## config.mk

```make
export PLATFORM = sky130hd
export DESIGN_NAME = cbo_top
export DESIGN_NICKNAME = d
export VERILOG_FILES = /design/src/cbo_pkg.sv /design/src/cbo_bar_cnt.sv /design/src/cbo_top.sv
export SDC_FILE = /design/constraint.sdc
export NUM_CORES = 1
export LEC_CHECK = 0
export BUFFER_PORTS_ARGS = -buffer_cell sky130_fd_sc_hd__buf_4
export CAP_MARGIN = 10
export CORE_MARGIN = 2
export CORE_UTILIZATION = 40
export DETAILED_ROUTE_END_ITERATION = 10
export RECOVER_POWER = 50
export SLEW_MARGIN = 10
export SYNTH_ARGS = -nofsm -noshare
export SYNTH_HDL_FRONTEND = slang
export SYNTH_HIERARCHICAL = 1
export SYNTH_SLANG_ARGS = --single-unit
```

## constraint.sdc

```tcl
create_clock -name clk -period 8.7 [get_ports clk]
set_input_delay 0.435 -clock clk [delete_from_list [all_inputs] [get_ports clk]]
set_output_delay 0.435 -clock clk [all_outputs]
set_load 0.05 [all_outputs]
```

## src/cbo_pkg.sv

```systemverilog
// constants and types shared by the barrier ordering router
package cbo_pkg;
   localparam int unsigned NPORT_DEF = 2;
   localparam int unsigned ADDR_W_DEF = 32;
   localparam int unsigned NOBS_DEF = 4;
   localparam int unsigned OUT_W_DEF = 8;
   localparam int unsigned BAR_MAX = 256;
   localparam int unsigned BAR_CNT_W = 9;
   localparam logic [BAR_CNT_W-1:0] BAR_CNT_RST = 9'h000;

   // barrier pair sequencing, gray along idle -> wait -> emit; emit -> idle changes both bits
   typedef enum logic [1:0]
   {
      CBO_IDLE = 2'h0,
      CBO_WAIT = 2'h1,
      CBO_EMIT = 2'h3
   } cbo_state_t;
endpackage : cbo_pkg

```

## src/cbo_bar_cnt.sv

```systemverilog
// per-port count of accepted write-channel barriers awaiting their read partner
`timescale 1ns/10ps
module cbo_bar_cnt
#(
   parameter int unsigned CNT_W = cbo_pkg::BAR_CNT_W,
   parameter int unsigned MAX = cbo_pkg::BAR_MAX
)
(
   input wire logic clk,
   input wire logic rst_n,
   input wire logic inc,
   input wire logic dec,
   output logic full,
   output logic nonzero
);
   localparam logic [CNT_W-1:0] MAX_C = CNT_W'(MAX);
   localparam logic [CNT_W-1:0] ONE_C = CNT_W'(1);
   logic [CNT_W-1:0] cnt_q;
   logic [CNT_W-1:0] cnt_d;

   // count up on acceptance, down when the pair leaves
   always_comb
   begin
      cnt_d = cnt_q;
      if (inc && !dec)
      begin
         cnt_d = cnt_q + ONE_C;
      end
      else if (dec && !inc)
      begin
         cnt_d = cnt_q - ONE_C;
      end
   end

   // flags are registered so the top sees stable levels
   always_ff @(posedge clk or negedge rst_n)
   begin
      if (!rst_n)
      begin
         cnt_q <= cbo_pkg::BAR_CNT_RST;
         full <= 1'b0;
         nonzero <= 1'b0;
      end
      else
      begin
         cnt_q <= cnt_d;
         full <= (cnt_d == MAX_C);
         nonzero <= (cnt_d != cbo_pkg::BAR_CNT_RST);
      end
   end
endmodule : cbo_bar_cnt

```

## src/cbo_top.sv

```systemverilog
// barrier ordering merge of several upstream ports onto one downstream port, plus snoop observation
`timescale 1ns/10ps
module cbo_top
#(
   parameter int unsigned NPORT = cbo_pkg::NPORT_DEF,
   parameter int unsigned ADDR_W = cbo_pkg::ADDR_W_DEF,
   parameter int unsigned NOBS = cbo_pkg::NOBS_DEF,
   parameter int unsigned OUT_W = cbo_pkg::OUT_W_DEF
)
(
   input wire logic clk,
   input wire logic rst_n,
   input wire logic [NPORT-1:0] ar_valid,
   input wire logic [NPORT-1:0] ar_bar,
   input wire logic [NPORT-1:0][ADDR_W-1:0] ar_addr,
   output logic [NPORT-1:0] ar_ready,
   input wire logic [NPORT-1:0] aw_valid,
   input wire logic [NPORT-1:0] aw_bar,
   input wire logic [NPORT-1:0][ADDR_W-1:0] aw_addr,
   output logic [NPORT-1:0] aw_ready,
   output logic out_ar_valid,
   output logic out_ar_bar,
   output logic [ADDR_W-1:0] out_ar_addr,
   input wire logic out_ar_ready,
   output logic out_aw_valid,
   output logic out_aw_bar,
   output logic [ADDR_W-1:0] out_aw_addr,
   input wire logic out_aw_ready,
   input wire logic rd_resp,
   input wire logic wr_resp,
   input wire logic snp_req,
   input wire logic [NOBS-1:0] obs_ack,
   output logic snp_busy,
   output logic snp_resp_valid,
   input wire logic snp_resp_ready,
   output logic obs_done
);
   localparam logic [OUT_W-1:0] OUT_ZERO = '0;
   localparam logic [OUT_W-1:0] OUT_ONE = OUT_W'(1);
   localparam int unsigned PW = (NPORT > 1) ? $clog2(NPORT) : 1;
   localparam logic [PW-1:0] P_LAST = PW'(NPORT - 1);
   localparam logic [PW-1:0] P_ONE = PW'(1);
   localparam logic [PW-1:0] P_ZERO = '0;

   cbo_pkg::cbo_state_t state_q;
   cbo_pkg::cbo_state_t state_d;
   logic [PW-1:0] lock_q;
   logic [PW-1:0] lock_d;
   logic [PW-1:0] rr_q;
   logic [PW-1:0] rr_d;
   logic [NPORT-1:0] ar_rdy_d;
   logic [NPORT-1:0] aw_rdy_d;
   logic [NPORT-1:0] bar_full;
   logic [NPORT-1:0] bar_nz;
   logic [NPORT-1:0] bar_inc;
   logic [NPORT-1:0] ar_hs;
   logic [NPORT-1:0] aw_hs;
   logic ar_take;
   logic aw_take;
   logic emit_take;
   logic [OUT_W-1:0] rd_out_q;
   logic [OUT_W-1:0] rd_out_d;
   logic [OUT_W-1:0] wr_out_q;
   logic [OUT_W-1:0] wr_out_d;
   logic oar_v_d;
   logic oar_b_d;
   logic [ADDR_W-1:0] oar_a_d;
   logic oaw_v_d;
   logic oaw_b_d;
   logic [ADDR_W-1:0] oaw_a_d;
   logic [NOBS-1:0] seen_q;
   logic [NOBS-1:0] seen_d;
   logic busy_d;
   logic resp_v_d;
   logic obs_d;
   logic drained;

   // upstream handshakes; ready is pulsed for a standing valid, except the wait-state read barrier release, which ignores ar_valid
   assign ar_hs = ar_valid & ar_ready;
   assign aw_hs = aw_valid & aw_ready;
   assign ar_take = |ar_hs;
   assign aw_take = |(aw_hs & ~aw_bar);
   assign emit_take = (state_q == cbo_pkg::CBO_EMIT) && ar_hs[lock_q];
   assign bar_inc = aw_hs & aw_bar;
   // pre-barrier traffic all answered and nothing parked downstream
   assign drained = (rd_out_q == OUT_ZERO) && (wr_out_q == OUT_ZERO) && !out_ar_valid && !out_aw_valid;

   // one write-barrier counter per port, all able to accept at once
   genvar gp;
   generate
      for (gp = 0; gp < NPORT; gp++)
      begin : g_port
         cbo_bar_cnt #(.CNT_W(cbo_pkg::BAR_CNT_W), .MAX(cbo_pkg::BAR_MAX)) u_cnt
         (
            .clk(clk),
            .rst_n(rst_n),
            .inc(bar_inc[gp]),
            .dec(emit_take && (lock_q == PW'(gp))),
            .full(bar_full[gp]),
            .nonzero(bar_nz[gp])
         );

      end
   endgenerate

   // arbitration, barrier pair sequencing and ready pulses
   always_comb
   begin
      int unsigned k;
      logic [PW-1:0] p;
      logic found;
      k = 0;
      p = P_ZERO;
      found = 1'b0;
      state_d = state_q;
      lock_d = lock_q;
      rr_d = rr_q;
      ar_rdy_d = '0;
      aw_rdy_d = '0;
      // barrier writes bypass the slot so the write channel never stalls on them
      for (k = 0; k < NPORT; k++)
      begin
         aw_rdy_d[k] = aw_valid[k] && aw_bar[k] && !bar_full[k] && !aw_ready[k];
      end
      case (state_q)
         cbo_pkg::CBO_IDLE:
         begin
            // single downstream path for every address: fixed routing
            for (k = 0; k < NPORT; k++)
            begin
               p = (rr_q + PW'(k) > P_LAST) ? rr_q + PW'(k) - PW'(NPORT) : rr_q + PW'(k);
               if (!found && ar_valid[p])
               begin
                  found = 1'b1;
                  if (ar_bar[p])
                  begin
                     state_d = cbo_pkg::CBO_WAIT;
                     lock_d = p;
                  end
                  else if (!out_ar_valid && !ar_take && (ar_ready == '0))
                  begin
                     ar_rdy_d[p] = 1'b1;
                     rr_d = (p == P_LAST) ? P_ZERO : p + P_ONE;
                  end
               end
            end
            found = 1'b0;
            // ordinary writes, one per slot
            for (k = 0; k < NPORT; k++)
            begin
               if (!found && aw_valid[k] && !aw_bar[k] && !out_aw_valid && !aw_take && !(|(aw_ready & ~aw_bar)))
               begin
                  found = 1'b1;
                  aw_rdy_d[k] = 1'b1;
               end
            end
         end
         cbo_pkg::CBO_WAIT:
         begin
            // release the read barrier: partner arrived and every earlier access answered,
            // which spans any peripheral range, known or not
            if (bar_nz[lock_q] && drained && !aw_take && !(|(aw_ready & ~aw_bar)))
            begin
               ar_rdy_d[lock_q] = 1'b1;
               state_d = cbo_pkg::CBO_EMIT;
            end
         end
         cbo_pkg::CBO_EMIT:
         begin
            state_d = cbo_pkg::CBO_IDLE;
            rr_d = (lock_q == P_LAST) ? P_ZERO : lock_q + P_ONE;
         end
         default:
         begin
            state_d = cbo_pkg::CBO_IDLE;
         end
      endcase
   end

   // downstream slots; a barrier loads both channels together as one pair
   always_comb
   begin
      int unsigned j;
      j = 0;
      oar_v_d = out_ar_valid && !out_ar_ready;
      oar_b_d = out_ar_bar;
      oar_a_d = out_ar_addr;
      oaw_v_d = out_aw_valid && !out_aw_ready;
      oaw_b_d = out_aw_bar;
      oaw_a_d = out_aw_addr;
      for (j = 0; j < NPORT; j++)
      begin
         if (ar_hs[j])
         begin
            oar_v_d = 1'b1;
            oar_b_d = ar_bar[j];
            oar_a_d = ar_addr[j];
         end
         if (aw_hs[j] && !aw_bar[j])
         begin
            oaw_v_d = 1'b1;
            oaw_b_d = 1'b0;
            oaw_a_d = aw_addr[j];
         end
      end
      if (emit_take)
      begin
         oaw_v_d = 1'b1;
         oaw_b_d = 1'b1;
         oaw_a_d = ar_addr[lock_q];
      end
   end

   // outstanding downstream accesses; issue and answer in one cycle cancel
   always_comb
   begin
      rd_out_d = rd_out_q;
      wr_out_d = wr_out_q;
      if ((out_ar_valid && out_ar_ready) && !rd_resp)
      begin
         rd_out_d = rd_out_q + OUT_ONE;
      end
      else if (!(out_ar_valid && out_ar_ready) && rd_resp && (rd_out_q != OUT_ZERO))
      begin
         rd_out_d = rd_out_q - OUT_ONE;
      end
      if ((out_aw_valid && out_aw_ready) && !wr_resp)
      begin
         wr_out_d = wr_out_q + OUT_ONE;
      end
      else if (!(out_aw_valid && out_aw_ready) && wr_resp && (wr_out_q != OUT_ZERO))
      begin
         wr_out_d = wr_out_q - OUT_ONE;
      end
   end

   // snoop observation: response only once every observer acknowledged
   always_comb
   begin
      busy_d = snp_busy;
      seen_d = seen_q;
      resp_v_d = snp_resp_valid;
      obs_d = 1'b0;
      if (!snp_busy && snp_req)
      begin
         busy_d = 1'b1;
         seen_d = obs_ack; // an ack in the request cycle is kept
      end
      else if (snp_busy)
      begin
         seen_d = seen_q | obs_ack;
         if (&seen_q && !snp_resp_valid)
         begin
            resp_v_d = 1'b1;
         end
         if (snp_resp_valid && snp_resp_ready)
         begin
            resp_v_d = 1'b0;
            busy_d = 1'b0;
            obs_d = 1'b1;
         end
      end
   end

   // state registers
   always_ff @(posedge clk or negedge rst_n)
   begin
      if (!rst_n)
      begin
         state_q <= cbo_pkg::CBO_IDLE;
         lock_q <= '0;
         rr_q <= '0;
         ar_ready <= '0;
         aw_ready <= '0;
         out_ar_valid <= 1'b0;
         out_ar_bar <= 1'b0;
         out_ar_addr <= '0;
         out_aw_valid <= 1'b0;
         out_aw_bar <= 1'b0;
         out_aw_addr <= '0;
         rd_out_q <= '0;
         wr_out_q <= '0;
         snp_busy <= 1'b0;
         seen_q <= '0;
         snp_resp_valid <= 1'b0;
         obs_done <= 1'b0;
      end
      else
      begin
         state_q <= state_d;
         lock_q <= lock_d;
         rr_q <= rr_d;
         ar_ready <= ar_rdy_d;
         aw_ready <= aw_rdy_d;
         out_ar_valid <= oar_v_d;
         out_ar_bar <= oar_b_d;
         out_ar_addr <= oar_a_d;
         out_aw_valid <= oaw_v_d;
         out_aw_bar <= oaw_b_d;
         out_aw_addr <= oaw_a_d;
         rd_out_q <= rd_out_d;
         wr_out_q <= wr_out_d;
         snp_busy <= busy_d;
         seen_q <= seen_d;
         snp_resp_valid <= resp_v_d;
         obs_done <= obs_d;
      end
   end
endmodule : cbo_top

```

==> flow_metrics.py, run 1 <==
metrics = {
    "synth": {
        "yosys_warnings": 6,
        "yosys.area_share.xor_xnor_pct": 3.46,
        "synth-seq-cells": 121,
        "synthFlopType": "dfrtp_1",
        "synth-compound-area-share_pct": 15.5,
        "muxShareOfSynthArea_pct": 17.4,
        "synth_area_per_cell_um2": 10.6,
        "syn_area_mm2": 0.00727,
        "synth_top_family_by_area": "multiplexers",
        "synth_simple_gate_area_share_pct": 13.1,
        "syn-num-nets": 857,
        "async_reset_ff_share_pct": 100,
        "synth_edf_count": 0,
        "syn-instance-count": 686,
        "synth.distinct_cells": 66,
        "ys_seq_area_share_pct": 41.6,
        "synthAdderAreaFrac_pct": 4.16,
    },
    "global_route": {
        "antenna_found_initial": 0,
        "track_usage_pct": 21.3,
        "grt_max_degree": 69,
        "grt_pass1_wl_um": 33100,
        "grt_overflow": 0,
        "grt_pass1_vias": 6205,
    },
    "die": {
        "chipHeight_um": 139,
        "core-area_mm2": 0.0179,
        "fp.dieW_um": 139,
        "row_count": 49,
        "die_area_mm2": 0.0193,
        "pin_count": 223,
        "start_util_pct": 40.6,
    },
    "clock_network": {
        "cts_sinks": 121,
        "cts_tree": "yes",
        "clockBufferDepth": 2,
        "htreeDepth": 4,
        "clk_pin_slew_ns": 0.05,
        "postCtsResizedCells": 0,
        "postCtsSetupBuffers": 0,
        "worst_skew_pair.late_latency_ns": 0.41,
        "hold_buffers": 0,
        "clock-root-buffer": "clkbuf_16",
        "cts_buffers": 17,
    },
    "final_layout": {
        "nets": 1064,
        "layout_commonest_cell": "buf_4",
        "fin_area_mm2": 0.00944,
        "mostFrequentLayoutCells": "164 x buf_4, 121 x dfrtp_1, 73 x mux2i_1, 73 x o21ai_0, 64 x nand2_1",
        "antennaDiodeCount": 0,
        "fin_util_pct": 52.7,
        "area_delta_synth_final_pct": 29.7,
        "drive_gt1_share_pct": 28.4,
    },
    "timing": {
        "setup_viol": 0,
        "slew-limit-headroom_pct": -114,
        "rsz0062_at_grt": "no",
        "worst_slew_pin_slew_ns": 3.21,
        "fin_crit_ns": 5.04,
        "fin_crit_sh_pct": 57.9,
        "finClkSkew_ns": 0.00709,
        "fmax_ghz": 0.198,
        "holdWs_ns": 0.225,
        "finalHoldViolCount": 0,
        "timing.setup.tns_ns": 0,
        "maxSlewViolCount": 127,
    },
    "route": {
        "drt-initial-drc-count": 231,
        "drc": 0,
        "viasPerCell": 5.38,
        "ant_nets": 0,
        "wire_per_inst_um": 18.4,
        "num_vias": 6106,
        "dr.pass1.iters": 5,
        "drt-total-wl_um": 20900,
    },
    "critical_path": {
        "cp_max_fo": 68,
        "cp.required_ns": 9.01,
        "crit_path_end_kind": "register",
        "critPathLaunch": "ar_ready[1]",
        "start_kind": "register",
        "critPathArrivalTime_ns": 5.35,
        "r2r_start": "ar_ready[1]",
        "crit_type": "register to register",
    },
    "placed_design": {
        "hpwl_um": 15300,
        "portBuffers": 222,
        "gp_congestion": 0.895,
        "placed_cell_area_mm2": 0.00899,
    },
    "job": {
        "drv_cap": 2,
    },
    "power": {
        "power_density_mw_per_mm2": 351,
        "peakVddDrop_uv": 157,
        "power.total_w": 0.00331,
        "p_leak_nw": 4.59,
    },
    "min_path": {
        "hp-start": "out_aw_ready",
        "min_path_type": "primary input to register",
    },
    "outcome": {
        "status": "finished with violations",
        "failed_checks": "capacitance limit, slew limit",
    },
}
==> cells by family (layout without fill, tap and decap cells) <==
kind of cell | after synthesis | in the layout
buf+inv | 56 | 276
mux | 111 | 111
compound gates | 186 | 186
flops | 121 | 121
simple gates | 162 | 162
xor+xnor | 27 | 27
fa+ha+maj | 23 | 23
==> cell usage after synthesis (all sizes together) (4+ instances only) <==
| master | number | area (um2) |
|---|---|---|
| o211ai | 4 | 30.0 |
| o22ai | 5 | 31.3 |
| nand3 | 6 | 30.0 |
| a21oi | 20 | 100 |
| a211oi | 5 | 37.5 |
| nor3 | 13 | 65.1 |
| a21o | 4 | 30.0 |
| xnor2 | 10 | 87.6 |
| nand2 | 66 | 267 |
| nor4b | 4 | 47.6 |
| o21ai | 96 | 484 |
| o21bai | 5 | 37.5 |
| or3b | 4 | 35.0 |
| buf | 30 | 241 |
| nand4bb | 6 | 67.6 |
| a22oi | 32 | 240 |
| nor2 | 18 | 86.3 |
| ha | 21 | 263 |
| and2 | 6 | 40.0 |
| inv | 18 | 67.6 |
| nor3b | 4 | 41.3 |
| and3 | 7 | 51.3 |
| nand3b | 5 | 37.5 |
| mux2i | 73 | 731 |
| or3 | 6 | 40.0 |
| clkbuf | 8 | 30.0 |
| mux2 | 38 | 537 |
| dfrtp | 121 | 3030 |
| nor2b | 6 | 52.6 |
| xor2 | 17 | 164 |
==> through the flow <==
stage | setup WS, ns | std cells
3_3_place_gp | 5.30 | 1103
3_5_place_dp | 5.21 | 1103
4_1_cts | 5.41 | 1135
6_report | 3.66 | 1135
2_1_floorplan | 5.66 | 686
5_1_grt | 3.21 | 1135
==> flip-flops by register name (all words and copies together), names as in the netlist, 4 cells and up <==
signal / cells
wr_out_q: 8
rd_out_q: 8
out_ar_addr: 32
seen_q: 4
out_aw_addr: 32
g_port.u_cnt/cnt_q: 18
==> area by class of cell <==
cell class	instances	area (um2)
multi-input combinational	509	3910
inverter	18	67.6
clock buffer	21	470
clock inverter	11	216
sequential	121	3030
fill	1666	8460
tap	229	287
timing repair buffer	226	1460
==> report_power, final <==
part           internal (W)  total (W)  switching (W)
Combinational      0.000514    0.00152        0.00101
Clock              0.000560   0.000818       0.000258
Sequential         0.000790   0.000974       0.000184
==> metal layers <==
metal | routed length (um) | vias to the layer above | GRT usage [%]
met2 | 10500 | 201 | 37.4
met4 | 298 | 0 | 6.17
met5 | 0 | - | 0
li1 | - | 2916 | -
met3 | 1210 | 24 | 4.45
met1 | 8850 | 2965 | 26.7
==> worst paths after layout <==
check / cells past startpoint / end / slack [ns]
worst max-delay path: 7 / g_port[1].u_cnt/full / 3.66
max in group asynchronous: 2 / out_aw_addr[2] / 5.43
worst max register to register: 7 / g_port[1].u_cnt/full / 3.66
worst min-delay path: 2 / out_aw_valid / 0.23
worst min register to register: 1 / wr_out_q[7] / 0.48
min in group asynchronous: 1 / seen_q[3] / 1.08
==> worst max-delay path, cell delays in order (launching register included) <==
cell and delay (ns):
dfrtp_1 0.38, and2_0 2.12, and3_4 0.84, or3b_1 0.46
o32ai_2 0.23, xor2_1 0.13, or4b_4 0.54, nor4b_2 0.24
Power figures use the tool's default switching activity.
==> run 2, diff against run 1 <==
clock period = 5 ns   (was 8.7 ns; I/O delays follow)
==> run 2 against run 1 <==
  * The run now ends clean
  * Power up 68%
  * Core utilization down 0.57 points
  * First-iteration DRC count up 32%
  * Die area unchanged
  * Hold slack worse by 0.19 ns
==> flow_metrics.py, run 2 (synthesized netlist as in run 1, its figures left out) <==
metrics = {
    "final_layout": {
        "reg_top3": "out_ar_addr (32), out_aw_addr (32), g_port.u_cnt/cnt_q (18)",
        "drive_gt1_share_pct": 26.9,
        "layout_commonest_cell": "buf_4",
        "area_delta_synth_final_pct": 28.3,
        "nets": 1065,
        "antennaDiodeCount": 0,
        "mostFrequentLayoutCells": "152 x buf_4, 121 x dfrtp_1, 77 x clkbuf_1",
        "fillers": 1658,
    },
    "clock_network": {
        "clockBufferDepth": 2,
        "hold_buffers": 1,
        "worst_skew_pair.late_latency_ns": 0.41,
        "postCtsSetupBuffers": 0,
        "cts_sinks": 121,
        "cts_tree": "yes",
        "clock-root-buffer": "clkbuf_16",
        "cts_buffers": 17,
        "clk_pin_slew_ns": 0.05,
        "postCtsResizedCells": 0,
        "htreeDepth": 4,
    },
    "critical_path": {
        "crit_chain": "nand2_8 > nor3b_4 > buf_4 > nand3b_1 > o32ai_2 > xor2_1 > or4b_4 > nor4b_2",
        "critPathArrivalTime_ns": 3.57,
        "cp_top_family": "simple AND/OR/NAND/NOR gates",
        "crit_type": "register to register",
        "crit_path_max_incr_delay_ns": 0.69,
        "crit_path_end_kind": "register",
        "cp_max_fo": 36,
        "start_kind": "register",
        "cp.buffers_inverters": 1,
        "crit_slowest_cell": "nor3b_4",
        "cp.required_ns": 5.31,
    },
    "route": {
        "drt-initial-drc-count": 306,
        "drc": 0,
        "num_vias": 6114,
        "wire_per_inst_um": 18.1,
        "ant_nets": 0,
        "drt-total-wl_um": 20600,
        "viasPerCell": 5.38,
        "dr.pass1.iters": 5,
    },
    "die": {
        "chipHeight_um": 139,
        "die_area_mm2": 0.0193,
        "row_count": 49,
        "start_util_pct": 40.6,
        "fp.dieW_um": 139,
        "pin_count": 223,
        "core-area_mm2": 0.0179,
    },
    "timing": {
        "maxSlewViolCount": 0,
        "fin_crit_ns": 3.26,
        "worst_slew_pin_slew_ns": 0.872,
        "fmax_ghz": 0.306,
        "fin_crit_sh_pct": 65.3,
        "timing.setup.tns_ns": 0,
        "setup_viol": 0,
        "finalHoldViolCount": 0,
        "rsz0062_at_grt": "no",
        "finClkSkew_ns": 0.00820,
        "slew-limit-headroom_pct": 41.9,
        "fin_ws_ns": 1.74,
    },
    "power": {
        "power_density_mw_per_mm2": 597,
        "p_leak_nw": 4.53,
        "peakVddDrop_uv": 273,
    },
    "global_route": {
        "antenna_found_initial": 0,
        "track_usage_pct": 21.2,
        "grt_pass1_wl_um": 32900,
        "grt_overflow": 0,
        "grt_max_degree": 69,
        "grt_pass1_vias": 6268,
    },
    "min_path": {
        "min_path_type": "primary input to register",
    },
    "placed_design": {
        "pre_cts_slack_ns": 1.70,
        "hpwl_um": 15300,
        "gp_congestion": 0.869,
        "portBuffers": 222,
    },
    "job": {
        "drv_cap": 0,
    },
    "outcome": {
        "status": "completed",
    },
}
run 2: power by group:
group	switching (W)	leakage, nW	internal, W
clock	0.000433	0.303	0.000848
combinational	0.00175	2.74	0.000853
sequential	0.000319	1.48	0.00137
total	0.00250	4.53	0.00308
run 2: through the flow:
step                      cells  util (%)  power, W  hold slack [ns]  instance area (um2)
final                      1136      52.2   0.00557           0.0325                 9340
after global routing       1136      52.2   0.00592           0.0301                 9340
after CTS                  1136      53.7   0.00584           0.0170                 9610
after detailed placement   1103      50.2   0.00454            0.376                 8990
after global placement     1103      50.2   0.00446            0.371                 8990
after floorplan             686         -   0.00367          -0.0456                 7270
run 2: path summary, 6_finish.rpt:
path                         startpoint                   end  slack [ns]  cells after the start
min                        out_aw_ready          out_aw_valid        0.03                      2
max in group asynchronous         rst_n        out_ar_addr[2]        3.18                      3
min in group asynchronous         rst_n             seen_q[3]        0.46                      2
max reg2reg                 ar_ready[0]  g_port[0].u_cnt/full        1.74                      8
max                         ar_ready[0]  g_port[0].u_cnt/full        1.74                      8
min reg2reg                 wr_out_q[7]           wr_out_q[7]        0.49                      1
run 2: layer usage:
layer | vias up | routed length [um] | GRT usage (%)
met5 | - | 0 | 0
met4 | 0 | 398 | 6.65
li1 | 2915 | - | -
met1 | 2981 | 9010 | 26.3
met3 | 29 | 1140 | 5.46
met2 | 189 | 10000 | 36.3
run 2: cell type report:
cell class	count	area [um2]	area share (%)
clock buffers	25	505	5.41
clock inverters	7	113	1.21
inverters	18	67.6	0.724
multi-input cells	509	3910	41.9
flip-flops and latches	121	3030	32.4
well taps	229	287	3.07
repair buffers	227	1430	15.3
run 2: worst reg2reg max path: cells and delay by family, from the launching register on:
family | cells | cell delay (ns)
AO/OA/AOI/OAI | 1 | 0.12
XOR/XNOR | 1 | 0.17
flip-flops | 1 | 0.46
AND/OR/NAND/NOR | 5 | 1.96
buffers and inverters | 1 | 0.46
==> run 3, diff against run 2 <==
clock period = 3.3 ns   (was 5 ns; I/O delays follow)
==> run 3 against run 2 <==
  * The flow now finishes with violations (capacitance limit, slew limit)
  * Routed wire length increased by 3.4%
  * Cell area increased by 4.3%
  * Final cell count increased by 3.8%
  * Global-route usage increased by 0.62 points
  * Power increased by 49%
  * Core utilization increased by 2.3 points
  * Die area unchanged
  * Via count increased by 2.5%
  * Clock power increased by 33%
==> flow_metrics.py, run 3 (synthesized netlist as in run 1, its figures left out) <==
metrics = {
    "min_path": {
        "min_path_type": "primary input to register",
    },
    "clock_network": {
        "htreeDepth": 4,
        "cts_sinks": 121,
        "clk_pin_slew_ns": 0.05,
        "worst_skew_pair.late_latency_ns": 0.41,
        "cts_buffers": 17,
        "cts_tree": "yes",
        "clock-root-buffer": "clkbuf_16",
        "clockBufferDepth": 2,
    },
    "final_layout": {
        "area_delta_synth_final_pct": 33.9,
        "antennaDiodeCount": 0,
        "drive_gt1_share_pct": 26.9,
        "finalNonFillerCells": 1179,
        "reg_top3": "out_ar_addr (32), out_aw_addr (32), g_port.u_cnt/cnt_q (18)",
        "layout_commonest_cell": "buf_4",
        "mostFrequentLayoutCells": "160 x buf_4, 121 x dfrtp_1, 73 x mux2i_1, 73 x o21ai_0, 69 x clkbuf_1",
        "nets": 1110,
    },
    "die": {
        "row_count": 49,
        "core-area_mm2": 0.0179,
        "start_util_pct": 40.6,
        "fp.dieW_um": 139,
        "pin_count": 223,
        "die_area_mm2": 0.0193,
        "chipHeight_um": 139,
    },
    "route": {
        "viasPerCell": 5.31,
        "drt-initial-drc-count": 336,
        "dr.pass1.iters": 6,
        "ant_nets": 0,
        "drc": 0,
        "num_vias": 6266,
        "drt-total-wl_um": 21300,
        "wire_per_inst_um": 18.0,
    },
    "global_route": {
        "gr-usage-met2_pct": 37.8,
        "grt_max_degree": 86,
        "grt_pass1_vias": 6446,
        "busiest_layer": "met2",
        "grt_overflow": 0,
        "grt_pass1_wl_um": 33900,
        "globalRouteMet1Util_pct": 27.3,
        "gr-usage-met3_pct": 5.32,
        "antenna_found_initial": 0,
        "track_usage_pct": 21.8,
    },
    "placed_design": {
        "hpwl_um": 15500,
        "gp_congestion": 0.859,
        "portBuffers": 222,
        "dp_cells": 1109,
    },
    "critical_path": {
        "crit_path_max_incr_delay_ns": 0.55,
        "cp.required_ns": 3.57,
        "cp_max_fo": 22,
        "crit_chain": "ha_1 > and3_4 > buf_4 > nand4bb_1 > mux2i_1 > xor2_1 > or4b_4 > nand4bb_1",
        "critPathArrivalTime_ns": 3.02,
        "crit_top_cell": "nand4bb_1",
        "crit_slowest_cell": "or4b_4",
        "crit_path_end_kind": "register",
        "crit_type": "register to register",
        "start_kind": "register",
        "cp_top_family": "simple AND/OR/NAND/NOR gates",
        "cp.buffers_inverters": 1,
    },
    "timing": {
        "finClkSkew_ns": 0.00738,
        "fin_crit_sh_pct": 83.5,
        "fmax_ghz": 0.363,
        "rsz0062_at_grt": "no",
        "fin_crit_ns": 2.76,
        "finalHoldViolCount": 0,
        "slew-limit-headroom_pct": -51.5,
        "holdWs_ns": 0.0266,
        "timing.setup.tns_ns": 0,
        "worst_slew_pin_slew_ns": 2.27,
        "maxSlewViolCount": 85,
        "setup_viol": 0,
    },
    "power": {
        "power.total_w": 0.00828,
        "peakVddDrop_uv": 423,
        "power_density_mw_per_mm2": 850,
        "p_leak_nw": 4.72,
    },
    "outcome": {
        "failed_checks": "capacitance limit, slew limit",
        "status": "finished with violations",
    },
    "job": {
        "drv_cap": 1,
    },
}
run 3: per-stage QoR:
| step | cell area, um2 | setup slack (ns) | util (%) |
|---|---|---|---|
| final | 9740 | 0.544 | 54.4 |
| after global routing | 9740 | 0.381 | 54.4 |
| after CTS | 9980 | 0.533 | 55.8 |
| after detailed placement | 9060 | 0.564 | 50.6 |
| after global placement | 9060 | 0.638 | 50.6 |
| after floorplan | 7270 | 0.264 | - |
run 3: routing by layer:
layer  wire [um]  share of wire, %  up-vias
li1            -                 -     3003
met1        9070                43     3036
met2       10600                50      207
met3        1230               5.8       20
met4         323               1.5        0
met5           0                 0        -
run 3: cell type report:
class	count	area, um2
clock buffer	21	460
clock inverter	9	76.3
fill	1622	8160
inverter	18	67.6
multi-input combinational	509	3910
sequential	121	3030
tap	229	287
timing repair buffer	272	1910
run 3: where the power goes:
part / switching (W) / leakage [nW] / internal [W]
clock: 0.000646 / 0.268 / 0.00106
combinational: 0.00265 / 2.97 / 0.00135
sequential: 0.000488 / 1.48 / 0.00208
run 3: worst paths after layout:
check                            startpoint                 endpoint  slack, ns  cells after the start
max in group asynchronous             rst_n           out_ar_addr[8]       0.99                      2
worst min register to register  wr_out_q[7]              wr_out_q[7]       0.49                      1
worst max register to register   state_q[0]  g_port[1].u_cnt/nonzero       0.54                      8
min in group asynchronous             rst_n                seen_q[0]       0.94                      2
worst max-delay path             state_q[0]  g_port[1].u_cnt/nonzero       0.54                      8
worst min-delay path             obs_ack[2]                seen_q[2]       0.03                      3
run 3: tightest hold or removal path, cell delays in order:
cell	delay [ns]
buf_4	0.08
nor3b_1	0.04
a21oi_1	0.11
run 3: timing repair:
item,in CTS,in global routing
resized for setup,0,0
setup buffers,0,0
hold buffers,39,1
hold endpoints to repair,39,84
